--- config.mk ---
export PLATFORM = sky130hd
export DESIGN_NAME = ssr_status_slave
export DESIGN_NICKNAME = d
export VERILOG_FILES = /design/src/verilog/ssr_pkg.sv /design/src/verilog/ssr_status_if.sv /design/src/verilog/ssr_reg_map.sv /design/src/verilog/ssr_status_slave.sv /design/src/verilog/ssr_sync3.sv
export SDC_FILE = /design/constraint.sdc
export NUM_CORES = 1
export LEC_CHECK = 0
export ABC_AREA = 1
export CORE_MARGIN = 4
export CORE_UTILIZATION = 30
export DETAILED_ROUTE_END_ITERATION = 10
export DONT_BUFFER_PORTS = 1
export MAX_ROUTING_LAYER = met4
export PLACE_DENSITY_LB_ADDON = 0.05
export SYNTH_ARGS = -nofsm -noshare
export SYNTH_HDL_FRONTEND = slang
export SYNTH_SLANG_ARGS = --single-unit
--- constraint.sdc ---
create_clock -name sys_clk -period 2.2 [get_ports sys_clk]
set_clock_uncertainty 0.2 [all_clocks]
set_input_delay 0.44 -clock sys_clk [delete_from_list [all_inputs] [get_ports sys_clk]]
set_output_delay 0.44 -clock sys_clk [all_outputs]
set_load 0.01 [all_outputs]
--- src/verilog/ssr_pkg.sv ---
// shared constants and types of the smbus status read slave
package ssr_pkg;

	// slave read register command codes
	localparam logic [7:0] REG_CAPS  = 8'h00;
	localparam logic [7:0] REG_SLEEP = 8'h01;
	localparam logic [7:0] REG_RSVD2 = 8'h02;
	localparam logic [7:0] REG_WDOG  = 8'h03;
	localparam logic [7:0] REG_EVENT = 8'h04;
	localparam logic [7:0] REG_FWBAT = 8'h05;

	// sideband message command type that requests an smi
	localparam logic [7:0] CMD_SIDEBAND_SMI = 8'h08;

	// power state encodings
	localparam logic [2:0] PWR_S0 = 3'h0;
	localparam logic [2:0] PWR_S3 = 3'h3;
	localparam logic [2:0] PWR_S4 = 3'h4;
	localparam logic [2:0] PWR_S5 = 3'h5;

	// watchdog view saturation
	localparam logic [9:0] WD_SAT     = 10'h03F;
	localparam int         WD_FIELD_W = 6;

	// event register bit positions
	localparam int EVT_INTRUSION = 0;
	localparam int EVT_THERMAL   = 1;
	localparam int EVT_DEAD      = 2;
	localparam int EVT_SECOND_TO = 3;
	localparam int EVT_ALERT     = 7;

	// firmware / battery register bit positions
	localparam int FWB_BLANK   = 0;
	localparam int FWB_BATTERY = 1;

	// misc values
	localparam logic [7:0] ZERO_BYTE = 8'h00;
	localparam logic [3:0] BIT_ZERO  = 4'h0;
	localparam logic [3:0] BIT_ONE   = 4'h1;
	localparam logic [3:0] LAST_BIT  = 4'h7;
	localparam logic [3:0] BYTE_BITS = 4'h8;

	// bus engine states
	typedef enum logic [2:0] {
		ST_IDLE,
		ST_RX,
		ST_ACK,
		ST_TX,
		ST_MACK,
		ST_WAIT
	} ssr_state_t;

	// which byte of the byte read is being received
	typedef enum logic [1:0] {
		SEL_ADDR1,
		SEL_CMD,
		SEL_ADDR2
	} ssr_sel_t;

endpackage

--- src/verilog/ssr_status_if.sv ---
// status bits handed from the slave top to the register map
`timescale 1ns/1ps
interface ssr_status_if;
	logic [2:0] powerState;
	logic [9:0] watchdogCount;
	logic       coverIntrusionFlag;
	logic       thermalActive;
	logic       processorDead;
	logic       secondTimeoutFlag;
	logic       alertLevel;
	logic       alertPinOff;
	logic       alertPinMode;
	logic       firmwareStoreBlank;
	logic       batteryLow;

	modport src (
		output powerState, watchdogCount, coverIntrusionFlag, thermalActive, processorDead,
		output secondTimeoutFlag, alertLevel, alertPinOff, alertPinMode, firmwareStoreBlank, batteryLow
	);
	modport dst (
		input powerState, watchdogCount, coverIntrusionFlag, thermalActive, processorDead,
		input secondTimeoutFlag, alertLevel, alertPinOff, alertPinMode, firmwareStoreBlank, batteryLow
	);
endinterface

--- src/verilog/ssr_reg_map.sv ---
// read value selection for the slave read registers
`timescale 1ns/1ps
module ssr_reg_map (
	input  wire logic       sys_clk,
	input  wire logic       rst_n,
	input  wire logic [7:0] cmdCode,
	ssr_status_if.dst       st,
	output logic [7:0]      readData
);
	logic [9:0] wdView;

	// saturating watchdog view
	always_comb begin
		wdView = (st.watchdogCount > ssr_pkg::WD_SAT) ? ssr_pkg::WD_SAT : st.watchdogCount;
	end

	// register decode, unmapped codes read zero
	always_comb begin
		readData = ssr_pkg::ZERO_BYTE;
		case (cmdCode)
			ssr_pkg::REG_CAPS: readData = ssr_pkg::ZERO_BYTE;
			ssr_pkg::REG_SLEEP: readData = {5'h00, st.powerState};
			ssr_pkg::REG_WDOG: readData = {2'h0, wdView[ssr_pkg::WD_FIELD_W-1:0]};
			ssr_pkg::REG_EVENT: begin
				readData[ssr_pkg::EVT_INTRUSION] = st.coverIntrusionFlag;
				readData[ssr_pkg::EVT_THERMAL]   = st.thermalActive;
				readData[ssr_pkg::EVT_DEAD]      = st.processorDead;
				readData[ssr_pkg::EVT_SECOND_TO] = st.secondTimeoutFlag;
				readData[ssr_pkg::EVT_ALERT]     = st.alertPinOff | ~st.alertPinMode | st.alertLevel;
			end
			ssr_pkg::REG_FWBAT: begin
				readData[ssr_pkg::FWB_BLANK]   = st.firmwareStoreBlank;
				readData[ssr_pkg::FWB_BATTERY] = st.batteryLow;
			end
			default: readData = ssr_pkg::ZERO_BYTE;
		endcase
	end
endmodule

--- src/verilog/ssr_status_slave.sv ---
// smbus slave status byte read and sideband smi flag
`timescale 1ns/1ps
module ssr_status_slave (
	input  wire logic       sys_clk,
	input  wire logic       rst_n,
	input  wire logic       sclIn,
	input  wire logic       sdaIn,
	input  wire logic [6:0] slaveAddr,
	input  wire logic       msgValid,
	input  wire logic [7:0] msgCmd,
	input  wire logic [2:0] powerState,
	input  wire logic [9:0] watchdogCount,
	input  wire logic       coverIntrusionFlag,
	input  wire logic       thermalAlarmIn_n,
	input  wire logic       processorDead,
	input  wire logic       watchdogSecondTimeoutFlag,
	input  wire logic       alertPinIn_n,
	input  wire logic       alertPinOff,
	input  wire logic       alertPinMode,
	input  wire logic       firmwareStoreBlank,
	input  wire logic       batteryLowIn_n,
	input  wire logic       smiFlagClear,
	output logic            sdaOut,
	output logic            sdaOe,
	output logic            sidebandSmiFlag,
	output logic            smiRequest,
	output logic            busBusy
);

	ssr_pkg::ssr_state_t state_q;
	ssr_pkg::ssr_sel_t   byteSel_q;

	logic [3:0] bitCnt_q;
	logic [7:0] rxShift_q;
	logic [7:0] txShift_q;
	logic [7:0] cmdReg_q;
	logic       cmdSeen_q;
	logic       sclPrev_q;
	logic       sdaPrev_q;

	logic       sclS;
	logic       sdaS;
	logic       thermS;
	logic       alertS;
	logic       batS;
	logic [7:0] readData;

	logic sclRise;
	logic sclFall;
	logic startSeen;
	logic stopSeen;
	logic byteDone;
	logic addrMatch;
	logic ackGo;
	logic ackEnd;
	logic txStep;
	logic txLast;
	logic inS0;
	logic smiSet;

	// pin synchronisers
	ssr_sync3 #(
		.RESET_VAL (1'b1)
	) u_sclSync (
		.sys_clk  (sys_clk),
		.rst_n    (rst_n),
		.pinIn    (sclIn),
		.levelOut (sclS)
	);

	ssr_sync3 #(
		.RESET_VAL (1'b1)
	) u_sdaSync (
		.sys_clk  (sys_clk),
		.rst_n    (rst_n),
		.pinIn    (sdaIn),
		.levelOut (sdaS)
	);

	ssr_sync3 #(
		.RESET_VAL (1'b1)
	) u_thermSync (
		.sys_clk  (sys_clk),
		.rst_n    (rst_n),
		.pinIn    (thermalAlarmIn_n),
		.levelOut (thermS)
	);

	ssr_sync3 #(
		.RESET_VAL (1'b1)
	) u_alertSync (
		.sys_clk  (sys_clk),
		.rst_n    (rst_n),
		.pinIn    (alertPinIn_n),
		.levelOut (alertS)
	);

	ssr_sync3 #(
		.RESET_VAL (1'b1)
	) u_batSync (
		.sys_clk  (sys_clk),
		.rst_n    (rst_n),
		.pinIn    (batteryLowIn_n),
		.levelOut (batS)
	);

	// status bits toward the register map
	ssr_status_if stIf ();

	assign stIf.powerState         = powerState;
	assign stIf.watchdogCount      = watchdogCount;
	assign stIf.coverIntrusionFlag = coverIntrusionFlag;
	assign stIf.thermalActive      = ~thermS;
	assign stIf.processorDead      = processorDead;
	assign stIf.secondTimeoutFlag  = watchdogSecondTimeoutFlag;
	assign stIf.alertLevel         = alertS;
	assign stIf.alertPinOff        = alertPinOff;
	assign stIf.alertPinMode       = alertPinMode;
	assign stIf.firmwareStoreBlank = firmwareStoreBlank;
	assign stIf.batteryLow         = ~batS;

	// command code picks the register
	ssr_reg_map u_regMap (
		.sys_clk  (sys_clk),
		.rst_n    (rst_n),
		.cmdCode  (cmdReg_q),
		.st       (stIf),
		.readData (readData)
	);

	// previous line levels for edge detection
	always_ff @(posedge sys_clk or negedge rst_n) begin
		if (!rst_n) begin
			sclPrev_q <= 1'b1;
			sdaPrev_q <= 1'b1;
		end else begin
			sclPrev_q <= sclS;
			sdaPrev_q <= sdaS;
		end
	end

	// bus events and engine strobes
	assign sclRise   = sclS & ~sclPrev_q;
	assign sclFall   = ~sclS & sclPrev_q;
	assign startSeen = sclS & sclPrev_q & sdaPrev_q & ~sdaS;
	assign stopSeen  = sclS & sclPrev_q & ~sdaPrev_q & sdaS;
	assign byteDone  = (state_q == ssr_pkg::ST_RX) && sclFall && (bitCnt_q == ssr_pkg::BYTE_BITS);
	assign addrMatch = (rxShift_q[7:1] == slaveAddr);
	assign ackGo     = byteDone && ((byteSel_q == ssr_pkg::SEL_CMD) || addrMatch);
	assign ackEnd    = (state_q == ssr_pkg::ST_ACK) && sclFall;
	assign txStep    = (state_q == ssr_pkg::ST_TX) && sclFall;
	assign txLast    = txStep && (bitCnt_q == ssr_pkg::LAST_BIT);

	// main engine: state, byte selector, bit count
	always_ff @(posedge sys_clk or negedge rst_n) begin
		if (!rst_n) begin
			state_q   <= ssr_pkg::ST_IDLE;
			byteSel_q <= ssr_pkg::SEL_ADDR1;
			bitCnt_q  <= ssr_pkg::BIT_ZERO;
			cmdSeen_q <= 1'b0;
		end else if (startSeen) begin
			// restart after a command goes to the read address
			state_q   <= ssr_pkg::ST_RX;
			byteSel_q <= cmdSeen_q ? ssr_pkg::SEL_ADDR2 : ssr_pkg::SEL_ADDR1;
			bitCnt_q  <= ssr_pkg::BIT_ZERO;
			cmdSeen_q <= 1'b0;
		end else if (stopSeen) begin
			state_q   <= ssr_pkg::ST_IDLE;
			bitCnt_q  <= ssr_pkg::BIT_ZERO;
			cmdSeen_q <= 1'b0;
		end else begin
			case (state_q)
				ssr_pkg::ST_RX: begin
					if (sclRise && bitCnt_q != ssr_pkg::BYTE_BITS) begin
						bitCnt_q <= bitCnt_q + ssr_pkg::BIT_ONE;
					end else if (byteDone) begin
						state_q <= ackGo ? ssr_pkg::ST_ACK : ssr_pkg::ST_WAIT;
					end
				end
				ssr_pkg::ST_ACK: begin
					if (ackEnd) begin
						bitCnt_q <= ssr_pkg::BIT_ZERO;
						case (byteSel_q)
							ssr_pkg::SEL_ADDR1: begin
								state_q   <= ssr_pkg::ST_RX;
								byteSel_q <= ssr_pkg::SEL_CMD;
							end
							ssr_pkg::SEL_CMD: begin
								state_q   <= ssr_pkg::ST_WAIT;
								cmdSeen_q <= 1'b1;
							end
							default: begin
								state_q <= ssr_pkg::ST_TX;
							end
						endcase
					end
				end
				ssr_pkg::ST_TX: begin
					if (txLast) begin
						state_q <= ssr_pkg::ST_MACK;
					end else if (txStep) begin
						bitCnt_q <= bitCnt_q + ssr_pkg::BIT_ONE;
					end
				end
				ssr_pkg::ST_MACK: begin
					// master nack expected, then stop
					if (sclRise) begin
						state_q <= ssr_pkg::ST_WAIT;
					end
				end
				ssr_pkg::ST_WAIT: begin
					state_q <= ssr_pkg::ST_WAIT;
				end
				default: begin
					state_q <= ssr_pkg::ST_IDLE;
				end
			endcase
		end
	end

	// receive shifter, samples on rising scl
	always_ff @(posedge sys_clk or negedge rst_n) begin
		if (!rst_n) begin
			rxShift_q <= ssr_pkg::ZERO_BYTE;
		end else if (state_q == ssr_pkg::ST_RX && sclRise && bitCnt_q != ssr_pkg::BYTE_BITS) begin
			rxShift_q <= {rxShift_q[6:0], sdaS};
		end
	end

	// command code latch
	always_ff @(posedge sys_clk or negedge rst_n) begin
		if (!rst_n) begin
			cmdReg_q <= ssr_pkg::ZERO_BYTE;
		end else if (ackGo && byteSel_q == ssr_pkg::SEL_CMD) begin
			cmdReg_q <= rxShift_q;
		end
	end

	// transmit shifter, captured at the read address ack
	always_ff @(posedge sys_clk or negedge rst_n) begin
		if (!rst_n) begin
			txShift_q <= ssr_pkg::ZERO_BYTE;
		end else if (ackGo && byteSel_q == ssr_pkg::SEL_ADDR2) begin
			txShift_q <= readData;
		end else if (txStep && !txLast) begin
			txShift_q <= {txShift_q[6:0], 1'b0};
		end
	end

	// open drain data drive, changes on falling scl
	always_ff @(posedge sys_clk or negedge rst_n) begin
		if (!rst_n) begin
			sdaOe <= 1'b0;
		end else if (startSeen || stopSeen) begin
			sdaOe <= 1'b0;
		end else if (ackGo) begin
			sdaOe <= 1'b1;
		end else if (ackEnd) begin
			sdaOe <= (byteSel_q == ssr_pkg::SEL_ADDR2) ? ~txShift_q[7] : 1'b0;
		end else if (txLast) begin
			sdaOe <= 1'b0;
		end else if (txStep) begin
			sdaOe <= ~txShift_q[6];
		end
	end

	// pin only ever pulls low
	always_ff @(posedge sys_clk or negedge rst_n) begin
		if (!rst_n) begin
			sdaOut <= 1'b0;
		end else begin
			sdaOut <= 1'b0;
		end
	end

	// bus busy between start and stop
	always_ff @(posedge sys_clk or negedge rst_n) begin
		if (!rst_n) begin
			busBusy <= 1'b0;
		end else if (startSeen) begin
			busBusy <= 1'b1;
		end else if (stopSeen) begin
			busBusy <= 1'b0;
		end
	end

	// sideband smi flag, set wins over clear
	assign inS0   = (powerState == ssr_pkg::PWR_S0);
	assign smiSet = msgValid && (msgCmd == ssr_pkg::CMD_SIDEBAND_SMI) && inS0;

	always_ff @(posedge sys_clk or negedge rst_n) begin
		if (!rst_n) begin
			sidebandSmiFlag <= 1'b0;
		end else begin
			sidebandSmiFlag <= smiSet | (sidebandSmiFlag & ~smiFlagClear);
		end
	end

	// smi request only while in S0
	always_ff @(posedge sys_clk or negedge rst_n) begin
		if (!rst_n) begin
			smiRequest <= 1'b0;
		end else begin
			smiRequest <= sidebandSmiFlag & inS0;
		end
	end
endmodule

--- src/verilog/ssr_sync3.sv ---
// three flop pin synchroniser with agreement filter
`timescale 1ns/1ps
module ssr_sync3 #(
	parameter logic RESET_VAL = 1'b1
) (
	input  wire logic sys_clk,
	input  wire logic rst_n,
	input  wire logic pinIn,
	output logic      levelOut
);
	logic s1_q;
	logic s2_q;
	logic s3_q;

	// chain; first stage only feeds the second
	always_ff @(posedge sys_clk or negedge rst_n) begin
		if (!rst_n) begin
			s1_q <= RESET_VAL;
			s2_q <= RESET_VAL;
			s3_q <= RESET_VAL;
		end else begin
			s1_q <= pinIn;
			s2_q <= s1_q;
			s3_q <= s2_q;
		end
	end

	// accept a change once stages two and three agree
	always_ff @(posedge sys_clk or negedge rst_n) begin
		if (!rst_n) begin
			levelOut <= RESET_VAL;
		end else if (s2_q == s3_q) begin
			levelOut <= s3_q;
		end
	end
endmodule
==> results.yml, run 1 <==
clock_network:
  numCtsBuffers: 9
  cts-root-buf: "clkbuf_8"
  clock_latency_ns: 0.34
  h-tree-depth: 3
  cts_sinks: 60
  path_clk_slew_ns: 0.07
  cts_buffer_depth: 2
  ctsResizeCount: 0
  cts_tree: "done"
  post_cts_buffers: 0
timing:
  layout_min_cycle_time_ns: 1.96
  setup_viol: 0
  final.period_utilization_pct: 89.2
  finalMaxSlewViolations: 0
  rsz0062_at_grt: "no"
  finalWorstSetupSlack_ns: 0.237
  tns_ns: 0
  max_freq_mhz: 509
  hold_viol: 0
finish:
  fillers: 949
  mostFrequentLayoutCells: "nand2_1 (69), dfrtp_1 (38), inv_1 (36)"
  postLayoutCoreUtil_pct: 35.7
  fin_nets: 380
  seq_area_mm2: 0.00153
  multiInputGateArea_mm2: 0.00111
  drive_above_1_share_pct: 17.9
  syn_to_final_growth_pct: 16.5
  layout_commonest_cell: "nand2_1"
  insertedDiodeCount: 0
route:
  first_pass_iters: 4
  routed-wl-met2_um: 2650
  route.detailed.drc: 0
  drtAntennaViolNets: 0
  highest_layer: "met4"
  drt-met1-wl_um: 2970
  vias_per_cell: 4.69
  wl_met3_um: 338
  drt_iter0_drc: 79
  vias: 2117
  wl_per_cell_um: 13.5
  wirelength_um: 6070
floorplan:
  die_x_um: 105
  coreArea_mm2: 0.00920
  die_h_um: 105
  std_cell_rows: 35
  pin_count: 48
  start_util_pct: 30.6
  dieArea_mm2: 0.0110
synth:
  synth_top_area_cell: "dfrtp_1"
  ys_top_cells_by_area: "dfrtp_1 (34%), dfstp_2 (21%), nand2_1 (9.2%)"
  ys_seq_area_share_pct: 54.3
  synth_area_per_cell_um2: 8.91
  ys_ff_latch: 60
  postSynthCellCount: 316
  synth_cell_types: 37
  netlist.area_leader.share_pct: 33.8
  synthesis.area_mm2: 0.00282
  syn_nets: 361
  yosys_warnings: 0
critical_path:
  regToRegStartpoint: "u_sclSync.levelOut"
  worst-setup-path-type: "reg -> reg"
  end_kind: "flop"
  cp-start-kind: "flop"
  critical_path_peak_fanout: 5
  r2r_cells: 8
  r2r_setup_slack_ns: 0.24
  arrival_ns: 2.02
  r2r_end: "bitCnt_q[2]"
  setup.worst_path.start: "u_sclSync.levelOut"
  cp.required_ns: 2.26
worst_hold_path:
  holdPathEnd: "sidebandSmiFlag"
  min_from: "msgValid"
  hold_class: "in -> reg"
  whs_path_depth: 2
placed_design:
  pre_cts_ws_ns: 0.245
  port_buffers: 0
  dp_hpwl_um: 4390
  gp_congestion: 0.818
power_and_ir_drop:
  finalPower_mw: 3.07
  power_leakage_nw: 1.50
  vdd_drop_max_uv: 347
  powerDensity_mw_per_mm2: 935
grt:
  grt_pass1_wl_um: 10200
  track_usage_pct: 12.3
  grt_max_degree: 61
  antenna_found_initial: 0
  grt-ovfl-total: 0
  first_global_vias: 2082
run_status:
  status: "finished, final reports clean"
run:
  maxCapViolations: 0
report_power, final:
part           leakage [nW]  switching [mW]  internal, mW  total, mW
Sequential            0.725           0.133          1.27       1.40
Clock                 0.107           0.436         0.668       1.10
Combinational         0.665           0.353         0.209      0.562
timing repair:
action                                  4_1_cts  5_1_grt
endpoints found under the setup margin        0        0
hold buffers                                  8        0
hold endpoints to repair                     66        0
critical path, cell delays in order, from the launching register on:
cell and delay (ns):
dfstp_2 0.59, inv_1 0.05, nand2_1 0.16, nor2_1 0.08, o21ai_2 0.14, nand4_1 0.26, nand2_1 0.21, a21oi_1 0.06
a21oi_1 0.13
logic make-up (layout without fill, tap and decap cells):
group	after synthesis	count (layout)	synth area share, %
and+or+nand+nor	147	147	24.9
DFF	60	60	54.3
AOI/OAI and AO/OA	48	48	9.64
buffers and inverters	47	71	6.44
adders and majority gates	7	7	2.67
xor gates and xnor gates	5	5	1.56
other	1	1	0.133
muxes	1	1	0.400
how the worst max path moves through the flow:
stage / slack, ns / end
6_report: 0.24 / bitCnt_q[2]
5_1_grt: 0.11 / state_q[1]
4_1_cts: 0.23 / state_q[1]
3_5_place_dp: 0.24 / state_q[1]
3_3_place_gp: 0.27 / state_q[1]
2_1_floorplan: 0.47 / txShift_q[6]
cell type report:
cell class	count	share of cell area (%)
sequential	60	46.6
multi-input combinational	209	33.7
inverter	43	4.92
clock buffer	12	4.42
tap	111	4.23
timing repair buffer	12	3.89
clock inverter	4	2.21
flip-flops by register name, summed over array words and instances, names as in the netlist, 2 cells and up:
register and cells:
cmdReg_q 8, state_q 3, txShift_q 8, rxShift_q 8, bitCnt_q 4, byteSel_q 2
cell usage after synthesis, drive strengths merged:
library cell	count
nand4	6
a21oi	10
clkbuf	2
nand3b	2
inv	43
o211ai	6
mux2	1
a21boi	1
o31ai	2
nand3	26
dfrtp	38
o22ai	1
conb	1
xor2	2
xnor2	3
nand2	74
buf	2
o21ai	28
or3	1
ha	2
maj3	5
nor4	1
nor2	29
dfstp	22
nor3	6
nor3b	2
layer usage:
layer	vias to the layer above	global-route usage (%)
met3	11	4.88
met4	0	5.25
met2	57	17.2
met5	-	-
met1	980	15.7
li1	1069	-
through the flow:
stage / cell area (um^2) / hold slack [ns] / instances
6_report: 3280 / 0.0717 / 451
3_5_place_dp: 2970 / -0.0530 / 427
5_1_grt: 3280 / 0.0502 / 451
3_3_place_gp: 2970 / -0.0533 / 427
2_1_floorplan: 2820 / -0.0556 / 316
4_1_cts: 3280 / 0.0439 / 451
No activity file was read; power rests on OpenSTA's default activity.
==> inputs of run 2 (changes only) <==
--- a/config.mk
+++ b/config.mk
@@ -5,9 +5,9 @@
 export SDC_FILE = /design/constraint.sdc
 export NUM_CORES = 1
 export LEC_CHECK = 0
-export ABC_AREA = 1
 export CORE_MARGIN = 4
 export CORE_UTILIZATION = 30
+export CTS_CLUSTER_DIAMETER = 40
 export DETAILED_ROUTE_END_ITERATION = 10
 export DONT_BUFFER_PORTS = 1
 export MAX_ROUTING_LAYER = met4
==> run 2 against run 1 <==
Power fell by 13%. Fmax down 6.5%. Hold slack got worse by 0.024 ns. Register-to-register slack worse by 0.14 ns. Count of clock-buffer cells in the layout down 1. Synthesized cell count shrank 21%. Final cell count fell by 9.8%. Core utilization increased by 0.61 points. Sequential power about the same. Combinational power is 31% lower. Highest routed layer unchanged.
==> results.yml, run 2 <==
finish:
  layout_commonest_cell: "dfrtp_1"
  multiInputGateArea_mm2: 0.00129
  postLayoutCoreUtil_pct: 36.3
  fin_nets: 318
  biggestRegsByFlops: "cmdReg_q: 8 flops, rxShift_q: 8 flops, txShift_q: 8 flops"
  seq_area_mm2: 0.00153
  fillers: 964
  insertedDiodeCount: 0
  syn_to_final_growth_pct: 16.7
  mostFrequentLayoutCells: "dfrtp_1 (38), dfstp_2 (22), mux2_2 (21)"
  drive_above_1_share_pct: 28.4
route:
  wl_per_cell_um: 15.5
  first_pass_iters: 4
  drt_iter0_drc: 90
  drtAntennaViolNets: 0
  route.detailed.drc: 0
  vias: 1925
  vias_per_cell: 4.73
  wirelength_um: 6290
grt:
  grt-busiest-layer: "met2"
  grt_pass1_wl_um: 10300
  track_usage_pct: 12.2
  antenna_found_initial: 0
  met3_usage_pct: 3.76
  grt-ovfl-total: 0
  use_met1_pct: 15.7
  grt_max_degree: 61
  first_global_vias: 1965
  grt_use_met2_pct: 18.1
run:
  maxCapViolations: 0
placed_design:
  port_buffers: 0
  dp_hpwl_um: 4550
  gp_congestion: 0.834
critical_path:
  r2r_cells: 7
  worst_path_max_delay_cell: "dfrtp_1"
  critical_path_peak_fanout: 7
  worst-setup-path-type: "reg -> reg"
  r2r_end: "bitCnt_q[3]"
  cp-start-kind: "flop"
  cp.required_ns: 2.22
  regToRegStartpoint: "bitCnt_q[0]"
  end_kind: "flop"
  r2r_setup_slack_ns: 0.10
  cpPeakStageDelay_ns: 0.40
  setup.worst_path.start: "bitCnt_q[0]"
  cp_cell_sequence: "inv_1, ha_1, and3b_2, o32a_4, nor2_8, o22ai_1, a32o_1"
  arrival_ns: 2.12
synth:
  netlist.area_leader.share_pct: 32.9
  synth_top_area_cell: "dfrtp_1"
  yosysMostFrequentCell: "dfrtp_1"
  synthesis.area_mm2: 0.00289
  ys_top_cells_by_area: "dfrtp_1 (33%), dfstp_2 (20%), mux2_2 (8.2%)"
  yosys_warnings: 0
  synth_cell_types: 50
  postSynthCellCount: 251
  synthArstFlopShare_pct: 100
  synth_common_cells: "dfrtp_1 (38), dfstp_2 (22), mux2_2 (21)"
  synth_area_per_cell_um2: 11.5
  syn_nets: 296
  ys_ff_latch: 60
  synth_edf_count: 0
  synth-main-ff-cell: "dfrtp_1"
  ys_seq_area_share_pct: 53.0
timing:
  max_freq_mhz: 477
  tns_ns: 0
  final.period_utilization_pct: 95.4
  layout_min_cycle_time_ns: 2.10
  hold_viol: 0
  setup_viol: 0
  finalMaxSlewViolations: 0
floorplan:
  die_x_um: 106
  dieArea_mm2: 0.0113
  die_h_um: 106
  std_cell_rows: 35
  start_util_pct: 31.1
  pin_count: 48
  coreArea_mm2: 0.00928
clock_network:
  numCtsBuffers: 9
  path_clk_slew_ns: 0.07
  h-tree-depth: 3
  cts-root-buf: "clkbuf_8"
  cts_buffer_depth: 2
  cts_tree: "done"
  clock_latency_ns: 0.33
  cts_sinks: 60
run_status:
  status: "finished, final reports clean"
worst_hold_path:
  whs_path_depth: 2
  hold_class: "in -> reg"
  min_from: "msgCmd[3]"
  holdPathEnd: "sidebandSmiFlag"
power_and_ir_drop:
  vdd_drop_max_uv: 487
  power_leakage_nw: 1.41
  powerDensity_mw_per_mm2: 793
  finalPower_mw: 2.67
## run 2: cell count changes in the layout (fill, tap and decap cells not counted), sizes merged, moves of 4 or more
cell | previous run | this run
o21ai | 28 | 17
nand2 | 74 | 19
mux2 | 1 | 21
nand3 | 26 | 6
buf | 5 | 14
nand4 | 6 | 2
nor2b | 0 | 10
nor2 | 29 | 14
inv | 43 | 3
mux2i | 0 | 8
o211ai | 6 | 2
nand2b | 0 | 7
xor2 | 2 | 8
o22ai | 1 | 7
## run 2: through the flow
step | std cells | instance area (um^2) | hold WS [ns] | worst slack, ns
global placement | 382 | 3080 | -0.0541 | 0.118
floorplan | 251 | 2890 | -0.0556 | 0.127
finish | 407 | 3370 | 0.0481 | 0.101
CTS | 406 | 3360 | 0.0267 | 0.0678
detailed placement | 382 | 3080 | -0.0534 | 0.0819
global route | 407 | 3370 | 0.0270 | -0.0000999
## run 2: cells by family (layout without fill, tap and decap cells)
| family | count (synthesis) | after routing | synth area share (%) |
|---|---|---|---|
| buf+inv | 13 | 40 | 2.30 |
| mux | 29 | 29 | 11.0 |
| xor+xnor | 8 | 8 | 2.43 |
| fa+ha+maj | 7 | 7 | 2.60 |
| compound gates | 51 | 51 | 11.8 |
| flops | 60 | 60 | 53.0 |
| simple gates | 82 | 82 | 16.8 |
| other cells | 1 | 1 | 0.130 |
## run 2: repair_timing
item,in CTS,in global routing
gates resized for setup,0,1
endpoints found under the setup margin,0,2
hold endpoints to repair,66,0
hold buffers,8,0
buffers inserted,0,1
## run 2: critical path, delay by kind of cell, from the launching register on
family          cells  cell delay (ns)
buf+inv             1             0.06
simple gates        2             0.39
flops               1             0.40
fa+ha+maj           1             0.20
compound gates      3             0.74
## run 2: where the power goes
group	internal [mW]	switching, mW	total (mW)	leakage [nW]
sequential	1.26	0.134	1.39	0.717
combinational	0.210	0.177	0.387	0.609
clock	0.441	0.452	0.893	0.0855
## run 2: worst max-delay path by stage
stage,end,slack (ns),cells past startpoint
after floorplan,txShift_q[1],0.13,7
after global placement,bitCnt_q[3],0.12,7
after detailed placement,bitCnt_q[3],0.08,7
after CTS,bitCnt_q[3],0.07,7
after global routing,bitCnt_q[3],-0.0001,7
final,bitCnt_q[3],0.10,7
## run 2: layout make-up
class	instances	share of cell area, %
sequential	60	45.4
inverter	3	0.334
tap	129	4.79
clock buffer	11	4.20
multi-input combinational	178	38.4
timing repair buffer	21	5.79
clock inverter	5	1.11
## run 2: routing by layer
metal	wire length, um	share of wire [%]	up-vias
li1	-	-	948
met1	2980	47	930
met2	2970	47	41
met3	268	4.3	6
met4	70	1.1	0
met5	0	0	-
==> inputs of run 3 (changes only) <==
--- a/config.mk
+++ b/config.mk
@@ -7,11 +7,13 @@
 export LEC_CHECK = 0
 export CORE_MARGIN = 4
 export CORE_UTILIZATION = 30
-export CTS_CLUSTER_DIAMETER = 40
+export CTS_CLUSTER_DIAMETER = 50
 export DETAILED_ROUTE_END_ITERATION = 10
 export DONT_BUFFER_PORTS = 1
+export GPL_TIMING_DRIVEN = 0
 export MAX_ROUTING_LAYER = met4
 export PLACE_DENSITY_LB_ADDON = 0.05
+export SETUP_SLACK_MARGIN = 0.3
 export SYNTH_ARGS = -nofsm -noshare
 export SYNTH_HDL_FRONTEND = slang
 export SYNTH_SLANG_ARGS = --single-unit
==> run 3 against run 2 <==
Sequential power about the same. Routed wire length rose by 3.7%. Power up 14%. Hold slack got worse by 0.47 ns. Non-clock buffer count increased by 11. Flip-flop and latch count is the same. Die area unchanged. The run now ends with hold timing left.
==> results.yml, run 3 (same netlist as run 2, synthesis figures left out) <==
run_status:
  violations: "hold timing"
  status: "finished, violations left"
clock_network:
  clock_latency_ns: 0.35
  cts_tree: "done"
  path_clk_slew_ns: 0.08
  cts-root-buf: "clkbuf_8"
  holdBufCountCts: 6
  h-tree-depth: 3
  numCtsBuffers: 9
  cts_sinks: 60
  cts_buffer_depth: 2
power_and_ir_drop:
  finalPower_mw: 3.04
  p_comb_share_pct: 16.5
  powerDensity_mw_per_mm2: 827
  intPower_mw: 2.18
  vdd_drop_max_uv: 406
  seqPwrFrac_pct: 45.8
  p_clk_share_pct: 37.6
  power_leakage_nw: 1.54
  p_switching_mw: 0.856
  swShare_pct: 28.2
critical_path:
  cpPeakStageDelay_ns: 0.39
  r2r_cells: 8
  worst_path_max_delay_cell: "dfrtp_1"
  cp.required_ns: 2.24
  cp-start-kind: "flop"
  arrival_ns: 2.04
  worst-setup-path-type: "reg -> reg"
  r2r_setup_slack_ns: 0.20
  end_kind: "flop"
  cp_cell_sequence: "inv_2, ha_4, and3b_1, buf_6, o32a_4, nor2_8, o22ai_2, a32o_1"
  critical_path_peak_fanout: 6
route:
  wirelength_um: 6520
  vias: 2001
  vias_per_cell: 4.79
  wl_per_cell_um: 15.6
  drtAntennaViolNets: 0
  route.detailed.drc: 0
  first_pass_iters: 4
  drt_iter0_drc: 77
floorplan:
  coreArea_mm2: 0.00928
  dieArea_mm2: 0.0113
  die_x_um: 106
  start_util_pct: 31.1
  pin_count: 48
  std_cell_rows: 35
  die_h_um: 106
timing:
  rsz0062_at_grt: "yes"
  layout_min_cycle_time_ns: 2.00
  setup_viol: 0
  finalMaxSlewViolations: 0
  tightestPinTransition_ns: 0.635
  max_freq_mhz: 499
  final.period_utilization_pct: 91.0
  whs_ns: -0.426
  slew_headroom_pct: 57.6
  hold_viol: 60
grt:
  grt_pass1_wl_um: 11100
  track_usage_pct: 13.0
  antenna_found_initial: 0
  grt_max_degree: 61
  grt-ovfl-total: 0
  first_global_vias: 2126
finish:
  insertedDiodeCount: 0
  fillers: 934
  biggestRegsByFlops: "cmdReg_q: 8 flops, rxShift_q: 8 flops, txShift_q: 8 flops"
  layout_commonest_cell: "dfrtp_1"
  drive_above_1_share_pct: 38.1
  syn_to_final_growth_pct: 27.3
  fin_nets: 329
  mostFrequentLayoutCells: "dfrtp_1 (38), dfstp_2 (22), mux2_2 (18)"
placed_design:
  dp_hpwl_um: 4370
  gp_congestion: 0.820
  port_buffers: 0
run:
  maxCapViolations: 0
worst_hold_path:
  hold_class: "in -> async"
[run 3: what timing repair did]
item                       4_1_cts  5_1_grt
buffers inserted                 8        7
pin swaps                        8       12
hold endpoints to repair        66       60
setup endpoints to repair       31       30
cloned                           1        0
resized for setup               15       27
[run 3: worst paths after layout]
path	to	startpoint
max in group asynchronous	u_thermSync.s3_q	rst_n
worst max-delay path	bitCnt_q[3]	bitCnt_q[1]
worst min-delay path	sidebandSmiFlag	rst_n
worst max register to register	bitCnt_q[3]	bitCnt_q[1]
min in group sys_clk	sidebandSmiFlag	msgCmd[3]
worst min register to register	u_batSync.s2_q	u_batSync.s1_q
[run 3: worst max-delay path, delay by kind of cell (launching register included)]
family	cells	cell delay (ns)
buf+inv	2	0.21
compound gates	3	0.63
flops	1	0.39
simple gates	2	0.32
fa+ha+maj	1	0.16
[run 3: layer usage]
layer / part of all wire, % / global-route usage, % / up-vias
met2: 46 / 19.1 / 28
met3: 3.2 / 4.31 / 9
met1: 49 / 17.1 / 986
met4: 1.4 / 4.26 / 0
met5: 0 / - / -
li1: - / - / 978
[run 3: layout make-up]
type	count	area [um^2]	share of cell area [%]
Inverter	3	11.3	0.306
Tap cell	129	161	4.39
Timing Repair Buffer	22	228	6.20
Sequential cell	60	1530	41.6
Clock inverter	7	100	2.72
Clock buffer	9	124	3.37
Multi-Input combinational cell	178	1450	39.4
Buffer	10	72.6	1.97
[run 3: metrics by stage]
step | utilization [%] | worst slack, ns | area, um^2 | instances | setup TNS [ns]
after floorplan | - | 0.259 | 2910 | 251 | 0
after global placement | 33.1 | -0.0000269 | 3070 | 380 | -0.0000269
after detailed placement | 33.1 | 0.0547 | 3070 | 380 | 0
after CTS | 37.5 | 0.187 | 3490 | 411 | 0
after global routing | 39.6 | 0.115 | 3670 | 418 | 0
final | 39.6 | 0.197 | 3670 | 418 | 0
[run 3: power by group through the flow]
stage                     clock network [mW]  registers (mW)  logic, mW
final                                   1.14            1.39      0.502
after global routing                    1.25            1.42      0.551
after CTS                               1.19            1.39      0.407
after detailed placement                   0            1.42      0.350
after global placement                     0            1.42      0.347
after floorplan                            0            1.37      0.299
